--- config.mk ---
export PLATFORM = sky130hd
export DESIGN_NAME = dpm_power_mode
export DESIGN_NICKNAME = d
export VERILOG_FILES = /design/src/hw/dpm_pkg.sv /design/src/hw/dpm_seq_if.sv /design/src/hw/dpm_wake_seq.sv /design/src/hw/dpm_power_mode.sv
export VERILOG_INCLUDE_DIRS = /design/src /design/src/hw
export SDC_FILE = /design/constraint.sdc
export NUM_CORES = 1
export LEC_CHECK = 0
export BUFFER_PORTS_ARGS = -buffer_cell sky130_fd_sc_hd__buf_2
export CAP_MARGIN = 10
export CORE_MARGIN = 2
export CORE_UTILIZATION = 31
export CTS_BUF_LIST = sky130_fd_sc_hd__clkbuf_16
export DETAILED_ROUTE_END_ITERATION = 6
export PLACE_DENSITY = 0.52
export SLEW_MARGIN = 5
export SYNTH_ARGS = -nofsm -noshare
export SYNTH_HDL_FRONTEND = slang
export SYNTH_SLANG_ARGS = --single-unit
--- constraint.sdc ---
create_clock -name pclk -period 4.35 [get_ports pclk]
set_input_delay 0.435 -clock pclk [delete_from_list [all_inputs] [get_ports pclk]]
set_output_delay 0.435 -clock pclk [all_outputs]
set_load 0.01 [all_outputs]
--- src/hw/dpm_consts.svh ---
`ifndef DPM_CONSTS_SVH
`define DPM_CONSTS_SVH

// ****************************************
// Clock and timing
// ****************************************
`define DPM_CLK_KHZ 10000
`define DPM_SETTLE_MS 5
`define DPM_SETTLE_CYC (`DPM_SETTLE_MS * `DPM_CLK_KHZ)
`define DPM_SLEEP_GAP_MS 120
`define DPM_SLEEP_GAP_CYC (`DPM_SLEEP_GAP_MS * `DPM_CLK_KHZ)
`define DPM_TMR_W 21

// ****************************************
// Command codes
// ****************************************
`define DPM_CMD_SW_RESET 8'h01
`define DPM_CMD_SLEEP_ENTRY 8'h10
`define DPM_CMD_SLEEP_EXIT 8'h11
`define DPM_CMD_NORMAL_DISPLAY 8'h13
`define DPM_CMD_FORCE_BLACK 8'h22
`define DPM_CMD_FORCE_WHITE 8'h23

// ****************************************
// Register byte offsets
// ****************************************
`define DPM_OFS_CMD 12'h000
`define DPM_OFS_STATUS 12'h004
`define DPM_OFS_CTRL 12'h008
`define DPM_OFS_DIAG 12'h00c
`define DPM_OFS_CFG 12'h010

// ****************************************
// Status fields
// ****************************************
`define DPM_ST_AWAKE 0
`define DPM_ST_WAKING 1
`define DPM_ST_NORMAL 2
`define DPM_ST_BLACK 3
`define DPM_ST_WHITE 4
`define DPM_ST_IDLE 5
`define DPM_ST_CMD_IGN 6

// ****************************************
// Control, diagnostic and config fields
// ****************************************
`define DPM_CTRL_IDLE 0
`define DPM_DIAG_LOAD 7
`define DPM_DIAG_FUNC 6
`define DPM_DIAG_CSUM 0
`define DPM_CFG_W 8
`define DPM_CFG_DEFAULT 8'h01

`endif

--- src/hw/dpm_pkg.sv ---
package dpm_pkg;

  // ****************************************
  // Power states of the block
  // ****************************************
  typedef enum logic [1:0] {
    DPM_ASLEEP = 2'b00,
    DPM_WAKING = 2'b01,
    DPM_AWAKE = 2'b10
  } dpm_power_type;

  // ****************************************
  // Wake sequencer states
  // ****************************************
  typedef enum logic [1:0] {
    DPM_SEQ_IDLE = 2'b00,
    DPM_SEQ_LOAD = 2'b01,
    DPM_SEQ_DIAG = 2'b10,
    DPM_SEQ_SETTLE = 2'b11
  } dpm_seq_type;

endpackage : dpm_pkg

--- src/hw/dpm_seq_if.sv ---
`timescale 1ns/1ps

interface dpm_seq_if;
  // Control side requests
  logic start;
  logic abort;
  // Sequencer side events
  logic load_pulse;
  logic diag_pulse;
  logic done;
  logic busy;

  modport ctl (output start, output abort, input load_pulse, input diag_pulse, input done,
    input busy);
  modport seq (input start, input abort, output load_pulse, output diag_pulse, output done,
    output busy);
endinterface : dpm_seq_if

--- src/hw/dpm_wake_seq.sv ---
`timescale 1ns/1ps
`include "dpm_consts.svh"

module dpm_wake_seq #(
  parameter int SETTLE_CYC = `DPM_SETTLE_CYC
) (
  // Clock and reset
  input wire logic pclk,
  input wire logic presetn,
  // Link to the command controller
  dpm_seq_if.seq sq
);

  dpm_pkg::dpm_seq_type state_r;
  dpm_pkg::dpm_seq_type state_nxt;
  logic [`DPM_TMR_W-1:0] tmr_r;
  logic [`DPM_TMR_W-1:0] tmr_nxt;
  logic load_r;
  logic diag_r;
  logic done_r;
  wire logic tmr_end;

  // Last cycle of the settle window
  assign tmr_end = (tmr_r == `DPM_TMR_W'(SETTLE_CYC - 1));
  assign sq.load_pulse = load_r;
  assign sq.diag_pulse = diag_r;
  assign sq.done = done_r;
  assign sq.busy = (state_r != dpm_pkg::DPM_SEQ_IDLE);

  // ****************************************
  // Next state: reload, diagnose, settle
  // ****************************************
  always_comb begin
    state_nxt = state_r;
    tmr_nxt = tmr_r + `DPM_TMR_W'(1);
    case (state_r)
      dpm_pkg::DPM_SEQ_IDLE: begin
        tmr_nxt = '0;
        if (sq.start) begin
          state_nxt = dpm_pkg::DPM_SEQ_LOAD;
        end
      end
      dpm_pkg::DPM_SEQ_LOAD: state_nxt = dpm_pkg::DPM_SEQ_DIAG;
      dpm_pkg::DPM_SEQ_DIAG: state_nxt = dpm_pkg::DPM_SEQ_SETTLE;
      dpm_pkg::DPM_SEQ_SETTLE: begin
        if (tmr_end) begin
          state_nxt = dpm_pkg::DPM_SEQ_IDLE;
        end
      end
      default: state_nxt = dpm_pkg::DPM_SEQ_IDLE;
    endcase
    if (sq.abort) begin
      state_nxt = dpm_pkg::DPM_SEQ_IDLE;
      tmr_nxt = '0;
    end
  end

  // State, timer and event pulses
  always_ff @(posedge pclk or negedge presetn) begin
    if (!presetn) begin
      state_r <= dpm_pkg::DPM_SEQ_IDLE;
      tmr_r <= '0;
      load_r <= 1'b0;
      diag_r <= 1'b0;
      done_r <= 1'b0;
    end else begin
      state_r <= state_nxt;
      tmr_r <= tmr_nxt;
      load_r <= (state_nxt == dpm_pkg::DPM_SEQ_LOAD) && !sq.abort;
      diag_r <= (state_nxt == dpm_pkg::DPM_SEQ_DIAG) && !sq.abort;
      done_r <= (state_r == dpm_pkg::DPM_SEQ_SETTLE) && tmr_end && !sq.abort;
    end
  end

endmodule : dpm_wake_seq

--- src/hw/dpm_power_mode.sv ---
// Implementation choices: the APB register port and the address map.
`timescale 1ns/1ps
`include "dpm_consts.svh"

module dpm_power_mode #(
  parameter int SETTLE_CYC = `DPM_SETTLE_CYC
) (
  // Clock and reset
  input wire logic pclk,
  input wire logic presetn,
  // APB slave
  input wire logic psel,
  input wire logic penable,
  input wire logic pwrite,
  input wire logic [11:0] paddr,
  input wire logic [31:0] pwdata,
  output logic [31:0] prdata,
  output logic pready,
  output logic pslverr,
  // Power controls
  output logic dcdc_en,
  output logic osc_en,
  output logic scan_en,
  // Panel image selection
  output logic panel_black,
  output logic panel_white,
  output logic show_frame,
  output logic awake
);

  // ****************************************
  // Declarations
  // ****************************************
  dpm_seq_if sq ();
  // Power and image state
  dpm_pkg::dpm_power_type pwr_r;
  dpm_pkg::dpm_power_type pwr_nxt;
  logic black_r;
  logic black_nxt;
  logic white_r;
  logic white_nxt;
  logic idle_r;
  logic ign_r;
  logic ign_nxt;
  logic [`DPM_CFG_W-1:0] cfg_r;
  logic [7:0] diag_r;
  // Sequencer requests
  logic start_r;
  logic abort_r;
  // APB response flops
  logic pready_r;
  logic pslverr_r;
  logic [31:0] prdata_r;
  // Output flops
  logic dcdc_r;
  logic osc_r;
  logic scan_r;
  logic pblack_r;
  logic pwhite_r;
  logic frame_r;
  logic awake_r;

  // ****************************************
  // APB decode
  // ****************************************
  wire logic setup_ph;
  wire logic wr_acc;
  wire logic hit_cmd;
  wire logic hit_status;
  wire logic hit_ctrl;
  wire logic hit_diag;
  wire logic hit_cfg;
  wire logic hit_any;
  wire logic cmd_wr;
  wire logic [7:0] cmd_code;
  wire logic [31:0] status_word;
  wire logic [31:0] rd_word;

  // Address compare on word offset
  function automatic logic addr_is(input logic [11:0] a, input logic [11:0] ofs);
    addr_is = (a[11:2] == ofs[11:2]);
  endfunction : addr_is

  // Setup phase, write commit and register hits
  assign setup_ph = psel && !penable;
  assign wr_acc = psel && penable && pready_r && pwrite && !pslverr_r;
  assign hit_cmd = addr_is(paddr, `DPM_OFS_CMD);
  assign hit_status = addr_is(paddr, `DPM_OFS_STATUS);
  assign hit_ctrl = addr_is(paddr, `DPM_OFS_CTRL);
  assign hit_diag = addr_is(paddr, `DPM_OFS_DIAG);
  assign hit_cfg = addr_is(paddr, `DPM_OFS_CFG);
  assign hit_any = hit_cmd || hit_status || hit_ctrl || hit_diag || hit_cfg;
  assign cmd_wr = wr_acc && hit_cmd;
  assign cmd_code = pwdata[7:0];

  // Image mode and power status word
  assign status_word = {25'h0, ign_r, idle_r, white_r, black_r,
    !(black_r || white_r), (pwr_r == dpm_pkg::DPM_WAKING), (pwr_r == dpm_pkg::DPM_AWAKE)};

  // Read data mux; command register reads as zero
  assign rd_word = hit_status ? status_word :
    hit_ctrl ? {31'h0, idle_r} :
    hit_diag ? {24'h000000, diag_r} :
    hit_cfg ? {24'h000000, cfg_r} : 32'h00000000;

  // ****************************************
  // Command decode
  // ****************************************
  wire logic is_reset;
  wire logic is_entry;
  wire logic is_exit;
  wire logic is_normal;
  wire logic is_black;
  wire logic is_white;
  wire logic in_awake;
  wire logic seq_live;

  // Each decode needs a committed write to the command register
  assign is_reset = cmd_wr && (cmd_code == `DPM_CMD_SW_RESET);
  assign is_entry = cmd_wr && (cmd_code == `DPM_CMD_SLEEP_ENTRY);
  assign is_exit = cmd_wr && (cmd_code == `DPM_CMD_SLEEP_EXIT);
  assign is_normal = cmd_wr && (cmd_code == `DPM_CMD_NORMAL_DISPLAY);
  assign is_black = cmd_wr && (cmd_code == `DPM_CMD_FORCE_BLACK);
  assign is_white = cmd_wr && (cmd_code == `DPM_CMD_FORCE_WHITE);
  assign in_awake = (pwr_r == dpm_pkg::DPM_AWAKE);
  // Pulses count only while waking; abort lags a reset by a cycle
  assign seq_live = (pwr_r == dpm_pkg::DPM_WAKING);

  // ****************************************
  // Power state and image mode next values
  // ****************************************
  always_comb begin
    pwr_nxt = pwr_r;
    black_nxt = black_r;
    white_nxt = white_r;
    ign_nxt = ign_r;
    // Power state moves
    case (pwr_r)
      dpm_pkg::DPM_ASLEEP: begin
        if (is_exit) begin
          pwr_nxt = dpm_pkg::DPM_WAKING;
        end
      end
      dpm_pkg::DPM_WAKING: begin
        if (sq.done) begin
          pwr_nxt = dpm_pkg::DPM_AWAKE;
        end
      end
      dpm_pkg::DPM_AWAKE: begin
        if (is_entry) begin
          pwr_nxt = dpm_pkg::DPM_ASLEEP;
        end
      end
      default: pwr_nxt = dpm_pkg::DPM_ASLEEP;
    endcase
    // Commands other than software reset during the settle window are dropped and flagged
    if (cmd_wr && (pwr_r == dpm_pkg::DPM_WAKING) && !is_reset) begin
      ign_nxt = 1'b1;
    end else if (cmd_wr) begin
      ign_nxt = 1'b0;
    end
    // Forced modes need awake; normal display also acts asleep
    if (pwr_r != dpm_pkg::DPM_WAKING) begin
      if (is_normal) begin
        black_nxt = 1'b0;
        white_nxt = 1'b0;
      end
      if (is_black && in_awake && !black_r) begin
        black_nxt = 1'b1;
        white_nxt = 1'b0;
      end
      if (is_white && in_awake && !white_r) begin
        white_nxt = 1'b1;
        black_nxt = 1'b0;
      end
    end
    // Software reset returns to the reset state from anywhere, except the idle control bit, which keeps its value
    if (is_reset) begin
      pwr_nxt = dpm_pkg::DPM_ASLEEP;
      black_nxt = 1'b0;
      white_nxt = 1'b0;
      ign_nxt = 1'b0;
    end
  end

  // ****************************************
  // Sequencer hookup
  // ****************************************
  // Registered requests; abort follows a software reset
  assign sq.start = start_r;
  assign sq.abort = abort_r;

  dpm_wake_seq #(
    .SETTLE_CYC(SETTLE_CYC)
  ) u_seq (
    .pclk(pclk),
    .presetn(presetn),
    .sq(sq)
  );

  // Start on sleep exit, abort on reset
  always_ff @(posedge pclk or negedge presetn) begin
    if (!presetn) begin
      start_r <= 1'b0;
      abort_r <= 1'b0;
    end else begin
      start_r <= (pwr_r == dpm_pkg::DPM_ASLEEP) && is_exit;
      abort_r <= is_reset;
    end
  end

  // ****************************************
  // State registers
  // ****************************************
  // Power state, forced modes and drop flag
  always_ff @(posedge pclk or negedge presetn) begin
    if (!presetn) begin
      pwr_r <= dpm_pkg::DPM_ASLEEP;
      black_r <= 1'b0;
      white_r <= 1'b0;
      ign_r <= 1'b0;
    end else begin
      pwr_r <= pwr_nxt;
      black_r <= black_nxt;
      white_r <= white_nxt;
      ign_r <= ign_nxt;
    end
  end

  // Idle mode control, software owned
  always_ff @(posedge pclk or negedge presetn) begin
    if (!presetn) begin
      idle_r <= 1'b0;
    end else if (wr_acc && hit_ctrl) begin
      idle_r <= pwdata[`DPM_CTRL_IDLE];
    end
  end

  // ****************************************
  // Default reload and self-diagnostics
  // ****************************************
  always_ff @(posedge pclk or negedge presetn) begin
    if (!presetn) begin
      cfg_r <= `DPM_CFG_DEFAULT;
      diag_r <= 8'h00;
    end else if (is_reset) begin
      cfg_r <= `DPM_CFG_DEFAULT;
      diag_r <= 8'h00;
      // Pulses trailing a software reset are dropped
    end else if (sq.load_pulse && seq_live) begin
      cfg_r <= `DPM_CFG_DEFAULT;
      // Loading flag flips when loaded and held values agree
      if (cfg_r == `DPM_CFG_DEFAULT) begin
        diag_r[`DPM_DIAG_LOAD] <= !diag_r[`DPM_DIAG_LOAD];
      end
    end else if (sq.diag_pulse && seq_live) begin
      diag_r[`DPM_DIAG_FUNC] <= !diag_r[`DPM_DIAG_FUNC];
      diag_r[`DPM_DIAG_CSUM] <= (cfg_r != `DPM_CFG_DEFAULT);
    end else if (wr_acc && hit_cfg && (pwr_r != dpm_pkg::DPM_WAKING)) begin
      cfg_r <= pwdata[`DPM_CFG_W-1:0];
    end
  end

  // ****************************************
  // APB response
  // ****************************************
  always_ff @(posedge pclk or negedge presetn) begin
    if (!presetn) begin
      pready_r <= 1'b0;
      pslverr_r <= 1'b0;
      prdata_r <= 32'h00000000;
    end else begin
      // One access cycle after every setup, no wait states
      pready_r <= setup_ph;
      pslverr_r <= setup_ph && !hit_any;
      // Read data latched at setup, held until the next read
      if (setup_ph && !pwrite) begin
        prdata_r <= rd_word;
      end
    end
  end

  // ****************************************
  // Registered outputs
  // ****************************************
  // Converter, oscillator and scanning share one enable
  wire logic pwr_on_nxt;

  assign pwr_on_nxt = (pwr_nxt != dpm_pkg::DPM_ASLEEP);

  // Power enables and panel image selection
  always_ff @(posedge pclk or negedge presetn) begin
    if (!presetn) begin
      dcdc_r <= 1'b0;
      osc_r <= 1'b0;
      scan_r <= 1'b0;
      pblack_r <= 1'b0;
      pwhite_r <= 1'b0;
      frame_r <= 1'b0;
      awake_r <= 1'b0;
    end else begin
      dcdc_r <= pwr_on_nxt;
      osc_r <= pwr_on_nxt;
      scan_r <= pwr_on_nxt;
      pblack_r <= (pwr_nxt == dpm_pkg::DPM_AWAKE) && black_nxt;
      pwhite_r <= (pwr_nxt == dpm_pkg::DPM_AWAKE) && white_nxt;
      frame_r <= (pwr_nxt == dpm_pkg::DPM_AWAKE) && !black_nxt && !white_nxt;
      awake_r <= (pwr_nxt == dpm_pkg::DPM_AWAKE);
    end
  end

  // Ports straight from their flip-flops
  assign prdata = prdata_r;
  assign pready = pready_r;
  assign pslverr = pslverr_r;
  assign dcdc_en = dcdc_r;
  assign osc_en = osc_r;
  assign scan_en = scan_r;
  assign panel_black = pblack_r;
  assign panel_white = pwhite_r;
  assign show_frame = frame_r;
  assign awake = awake_r;

endmodule : dpm_power_mode

### Yosys cells after proc, flatten, opt, wreduce, memory -nomap -nowiden

Index checks and enable logic that the tools add are counted.

| word-level totals | value |
|---|---|
| flip-flop bits (word level) | 84 |
| input port bits | 49 |
| output and inout bits | 41 |
| logic and storage cells | 152 |

| cells by class | value |
|---|---|
| add/subtract/negate cells | 1 |
| eq/ne operators | 24 |
| muxes and demuxes | 40 |
| reduce and logical (&&, ||, !) cells | 64 |

Operator list:

| kind | number |
|---|---|
| $mux W8 | 8 |
| $mux W21 | 2 |
| $logic_and A1 B1 Y1 | 34 |
| $eq A8 B5 Y1 const B | 3 |
| $add A21 B1 Y21 const B | 1 |
| $eq A21 B16 Y1 const B | 1 |
| $eq A10 B2 Y1 const B | 2 |
| $mux W1 | 20 |
| $eq A8 B1 Y1 const B | 2 |
| $eq A8 B6 Y1 const B | 2 |
| $mux W2 | 8 |
| $logic_not A1 Y1 | 13 |
| $eq A10 B1 Y1 const B | 1 |
| $eq A10 B3 Y1 const B | 1 |
| $eq A2 B2 Y1 const B | 5 |
| $logic_not A10 Y1 | 1 |
| $ne A8 B1 Y1 const B | 1 |
| $pmux W2 S4 | 1 |
| $reduce_bool A2 Y1 | 4 |
| $eq A2 B1 Y1 const B | 3 |
| $pmux W2 S3 | 1 |
| $reduce_and A2 Y1 | 3 |
| $reduce_bool A3 Y1 | 2 |
| $logic_or A1 B1 Y1 | 5 |
| other kinds (4) | 5 |

### Depth between registers and ports, before layout

| logic depth | value |
|---|---|
| depth after elaboration | 15 |
| gate-level depth with buffers | 8 |

### Hierarchy

Synthesis repeated with hierarchy kept, for this count alone.

| second synthesis, totals | value |
|---|---|
| cells, all modules | 319 |
| area, all modules | 3209.3 sq um |

Modules (own cells, without submodules):

| module | times used | cells an instance | area an instance (sq um) |
|---|---|---|---|
| dpm_power_mode | 1 | 199 | 1970.6 |
| dpm_wake_seq | 1 | 120 | 1238.7 |

### Worst setup path after synthesis

Ideal clock, no wire load.

| timing path | value |
|---|---|
| path kind | input -> register |
| start | in paddr[3] |
| end | reg cfg_r[0] |
| arrival | 2.269 ns |
| setup slack | 2.000 ns |
| cell stages on the path | 8 |
| cells stage by stage | buf_6 or4_4 buf_6 nor4b_4 and3_1 buf_6 nor2b_2 a211o_1 |

| on the way | value |
|---|---|
| word-level cells in the longest chain between the ends | 5 |
| elaborated cells on any way between the ends | 10 |

Ends and longest elaborated chain:

| what | RTL line | source |
|---|---|---|
| start, declared | dpm_power_mode.sv:15 | `input wire logic [11:0] paddr,` |
| $eq A10 B3 Y1 / $logic_not A10 Y1 (equally long branches) | dpm_power_mode.sv:81 | `addr_is = (a[11:2] == ofs[11:2]);` |
| $logic_and A1 B1 Y1 (on tied branches) | dpm_power_mode.sv:259, dpm_power_mode.sv:93 |  |
| $logic_and A1 B1 Y1 (on tied branches) | dpm_power_mode.sv:259, dpm_power_mode.sv:119 |  |
| $reduce_bool A3 Y1 (no source line) / $ne A3 B3 Y1 (equally long branches) | n/a |  |
| $reduce_and A2 Y1 (no source line) | n/a |  |
| end signal, assigned | dpm_power_mode.sv:247 | `` cfg_r <= `DPM_CFG_DEFAULT; `` |
| end signal, assigned | dpm_power_mode.sv:251 | `` cfg_r <= `DPM_CFG_DEFAULT; `` |
| end signal, assigned | dpm_power_mode.sv:260 | `` cfg_r <= pwdata[`DPM_CFG_W-1:0]; `` |
| end, declared | dpm_power_mode.sv:45 | `` logic [`DPM_CFG_W-1:0] cfg_r; `` |

Several ways; a longest one is shown, not always the timed one.
A chain may end at the register's enable or synchronous reset.

### Worst setup path in the final report

| timing path | value |
|---|---|
| start | in paddr[3] |
| end | reg cfg_r[2] |

Same word-level chain as after synthesis.

==> impl_metrics.yaml <==
clock_tree:
  cts_buffers: 9
  h-tree-depth: 3
  clk_latency_ns: 0.33
  cts_resized: 0
  cts_root_buffer: "clkbuf_16"
  path_clk_slew_ns: 0.05
  hold_buffers: 0
  cts_tree: "yes"
  cts_buffer_depth: 2
  cts.sinks: 60
  post_cts.repair.setup_buffers: 0
run:
  maxCapViolations: 0
synth:
  synth_warnings: 0
  synth_ff_type: "dfrtp_1"
  syn_area_um2: 3130
  syn-instance-count: 323
  ys_types: 49
  synth_top_area_share_pct: 47.1
  avgSynthCellArea_um2: 9.70
  synth_edf_count: 0
  yosys.area.top_type: "dfrtp_1"
  synth_seq_area_share_pct: 48.0
  ys_ff_latch: 60
  ys_top_cells_by_area: "dfrtp_1 47%, nor2_1 6.6%, buf_4 6.2%, xor2_1 3.6%, mux2i_1 2.9%"
  async_reset_ff_share_pct: 100
worst_setup_path:
  cp.required_ns: 4.56
  end_kind: "flop"
  setup.worst_path.class: "in -> reg"
  cp_cell_sequence: "buf_2 > or4_4 > nor4b_4 > and3_1 > mux2i_1 > nor2_1"
  crit_slowest_cell: "or4_4"
  arrival_ns: 2.64
  cp-start-kind: "input port"
  cpPeakStageDelay_ns: 0.61
  worst-path-max-fanout: 9
detailed_routing:
  first_iter_violations: 114
  dr.pass1.iters: 4
  via_per_inst: 4.75
  wl_per_cell_um: 13.5
  route.vias.total: 2381
  ant_nets: 0
  route.detailed.drc: 0
  routed_wl_um: 6750
sta:
  max_freq_mhz: 412
  fin_crit_sh_pct: 55.9
  slew_headroom_pct: 36.1
  finClkSkew_ns: 0.00599
  setup_viol: 0
  setup_tns_ns: 0
  worst_pin_slew_ns: 0.945
  hold_viol: 0
  min_period_ns: 2.43
  rsz0062_at_grt: "false"
  drv_slew: 0
  worst_slack_ns: 1.92
power:
  power.density_nw_per_um2: 370
  p_leak_nw: 1.55
  max-vdd-ir-drop_v: 0.000162
  power_mw: 1.34
worst_hold_path:
  min_path_type: "in -> async"
floorplan:
  ios: 90
  coreArea_um2: 9770
  rows: 36
  die_area_um2: 10900
  floorplan.initialDensity_pct: 32.1
  dieHeight_um: 105
  die_x_um: 105
final_layout:
  final_cell_area_um2: 3630
  multiInputGateArea_um2: 1440
  areaGrowthSynthToFinish_pct: 15.8
  regArea_um2: 1500
  fillers: 1020
  layout_common_cells: "59 x dfrtp_1, 55 x nor2_1, 39 x buf_2"
  nets: 413
  final_common_cell: "dfrtp_1"
  num_antenna_cells: 0
  drive_above_1_share_pct: 18.5
grt:
  grt_antenna_before_repair: 0
  grt_overflow: 0
  grt_pass1_vias: 2285
  grt_max_degree: 61
  grt_use_total_pct: 13.1
  grt_pass1_wl_um: 11300
placed_design:
  port-buffer-count: 39
  dpl_worst_slack_ns: 1.58
  place_hpwl_um: 4860
  gp_congestion: 0.818
  dpl_cell_area_um2: 3340
run_status:
  outcome: "finished clean"
layout make-up:
| type | count | area share, % |
|---|---|---|
| Inverter | 8 | 0.828 |
| Multi-Input combinational cell | 244 | 39.7 |
| Clock inverter | 7 | 1.66 |
| Timing Repair Buffer | 40 | 5.59 |
| Sequential cell | 60 | 41.4 |
| Tap cell | 133 | 4.59 |
| Clock buffer | 9 | 6.21 |
flip-flops by register name (all words and copies together), names as in the netlist, 2 cells and up:
| signal | cells |
|---|---|
| u_seq.tmr_r | 21 |
| cfg_r | 8 |
| prdata | 8 |
| diag_r | 3 |
| pwr_r | 2 |
| u_seq.state_r | 2 |
power by group:
| group | total, mW | leakage [nW] | internal (mW) | switching [mW] |
|---|---|---|---|---|
| registers | 0.577 | 0.780 | 0.572 | 0.00586 |
| clock network | 0.683 | 0.148 | 0.435 | 0.248 |
| logic | 0.0828 | 0.622 | 0.0280 | 0.0547 |
| total | 1.34 | 1.55 | 1.03 | 0.309 |
path summary, 6_finish.rpt:
path,from,to,slack (ns),cells after the start
worst max-delay path,paddr[3],cfg_r[2]$_DFFE_PN0P_,1.92,6
min in group pclk,penable,pready$_DFF_PN0_,0.31,2
worst min-delay path,presetn,scan_en$_DFF_PN0_,0.26,2
worst min register to register,ign_r$_DFFE_PN0P_,ign_r$_DFFE_PN0P_,0.48,2
max in group asynchronous,presetn,diag_r[0]$_DFFE_PN0P_,3.59,2
worst max register to register,pslverr$_DFF_PN0_,cfg_r[1]$_DFFE_PN0P_,2.28,5
cell usage after synthesis, types with 2 or more instances:
library cell / number
a211o_1: 3
a21oi_1: 14
a22oi_1: 6
and3_1: 5
buf_4: 26
buf_6: 3
clkbuf_1: 4
dfrtp_1: 59
inv_1: 8
mux2_2: 2
mux2i_1: 9
nand2_1: 16
nand2b_1: 2
nand3_1: 12
nand4_1: 10
nor2_1: 55
nor2b_1: 7
nor3_1: 12
nor4_1: 7
nor4b_1: 4
o21ai_0: 5
o21bai_1: 2
or3_1: 4
or3_2: 2
or4_1: 3
or4b_2: 2
xnor2_1: 7
xor2_1: 13
critical path, delay by kind of cell:
family	cells	cell delay (ns)
AND/OR/NAND/NOR	4	1.77
multiplexers	1	0.27
buffers and inverters	1	0.15
metrics by stage:
stage	util [%]	hold WS, ns	std cells
after global placement	34.2	0.471	485
after global routing	37.1	0.305	501
final	37.1	0.262	501
after CTS	37.1	0.300	501
after detailed placement	34.2	0.468	485
after floorplan	-	0.139	346
cells by family after synthesis:
logic type	synth area share, %
AO/OA/AOI/OAI	7.83
XOR/XNOR	5.59
adder cells (fa/ha/maj)	0.399
buffers and inverters	8.91
flip-flops	48.0
multiplexers	3.59
other	0.120
AND/OR/NAND/NOR	25.6
layer usage:
metal / track usage (%) / vias to the layer above / share of wire, %
met4: 5.79 / 0 / 1.2
met5: 0 / - / 0
met3: 3.68 / 6 / 4.2
met2: 20.6 / 59 / 47
met1: 16.7 / 1151 / 48
li1: - / 1165 / -
Power figures use the tool's default switching activity.
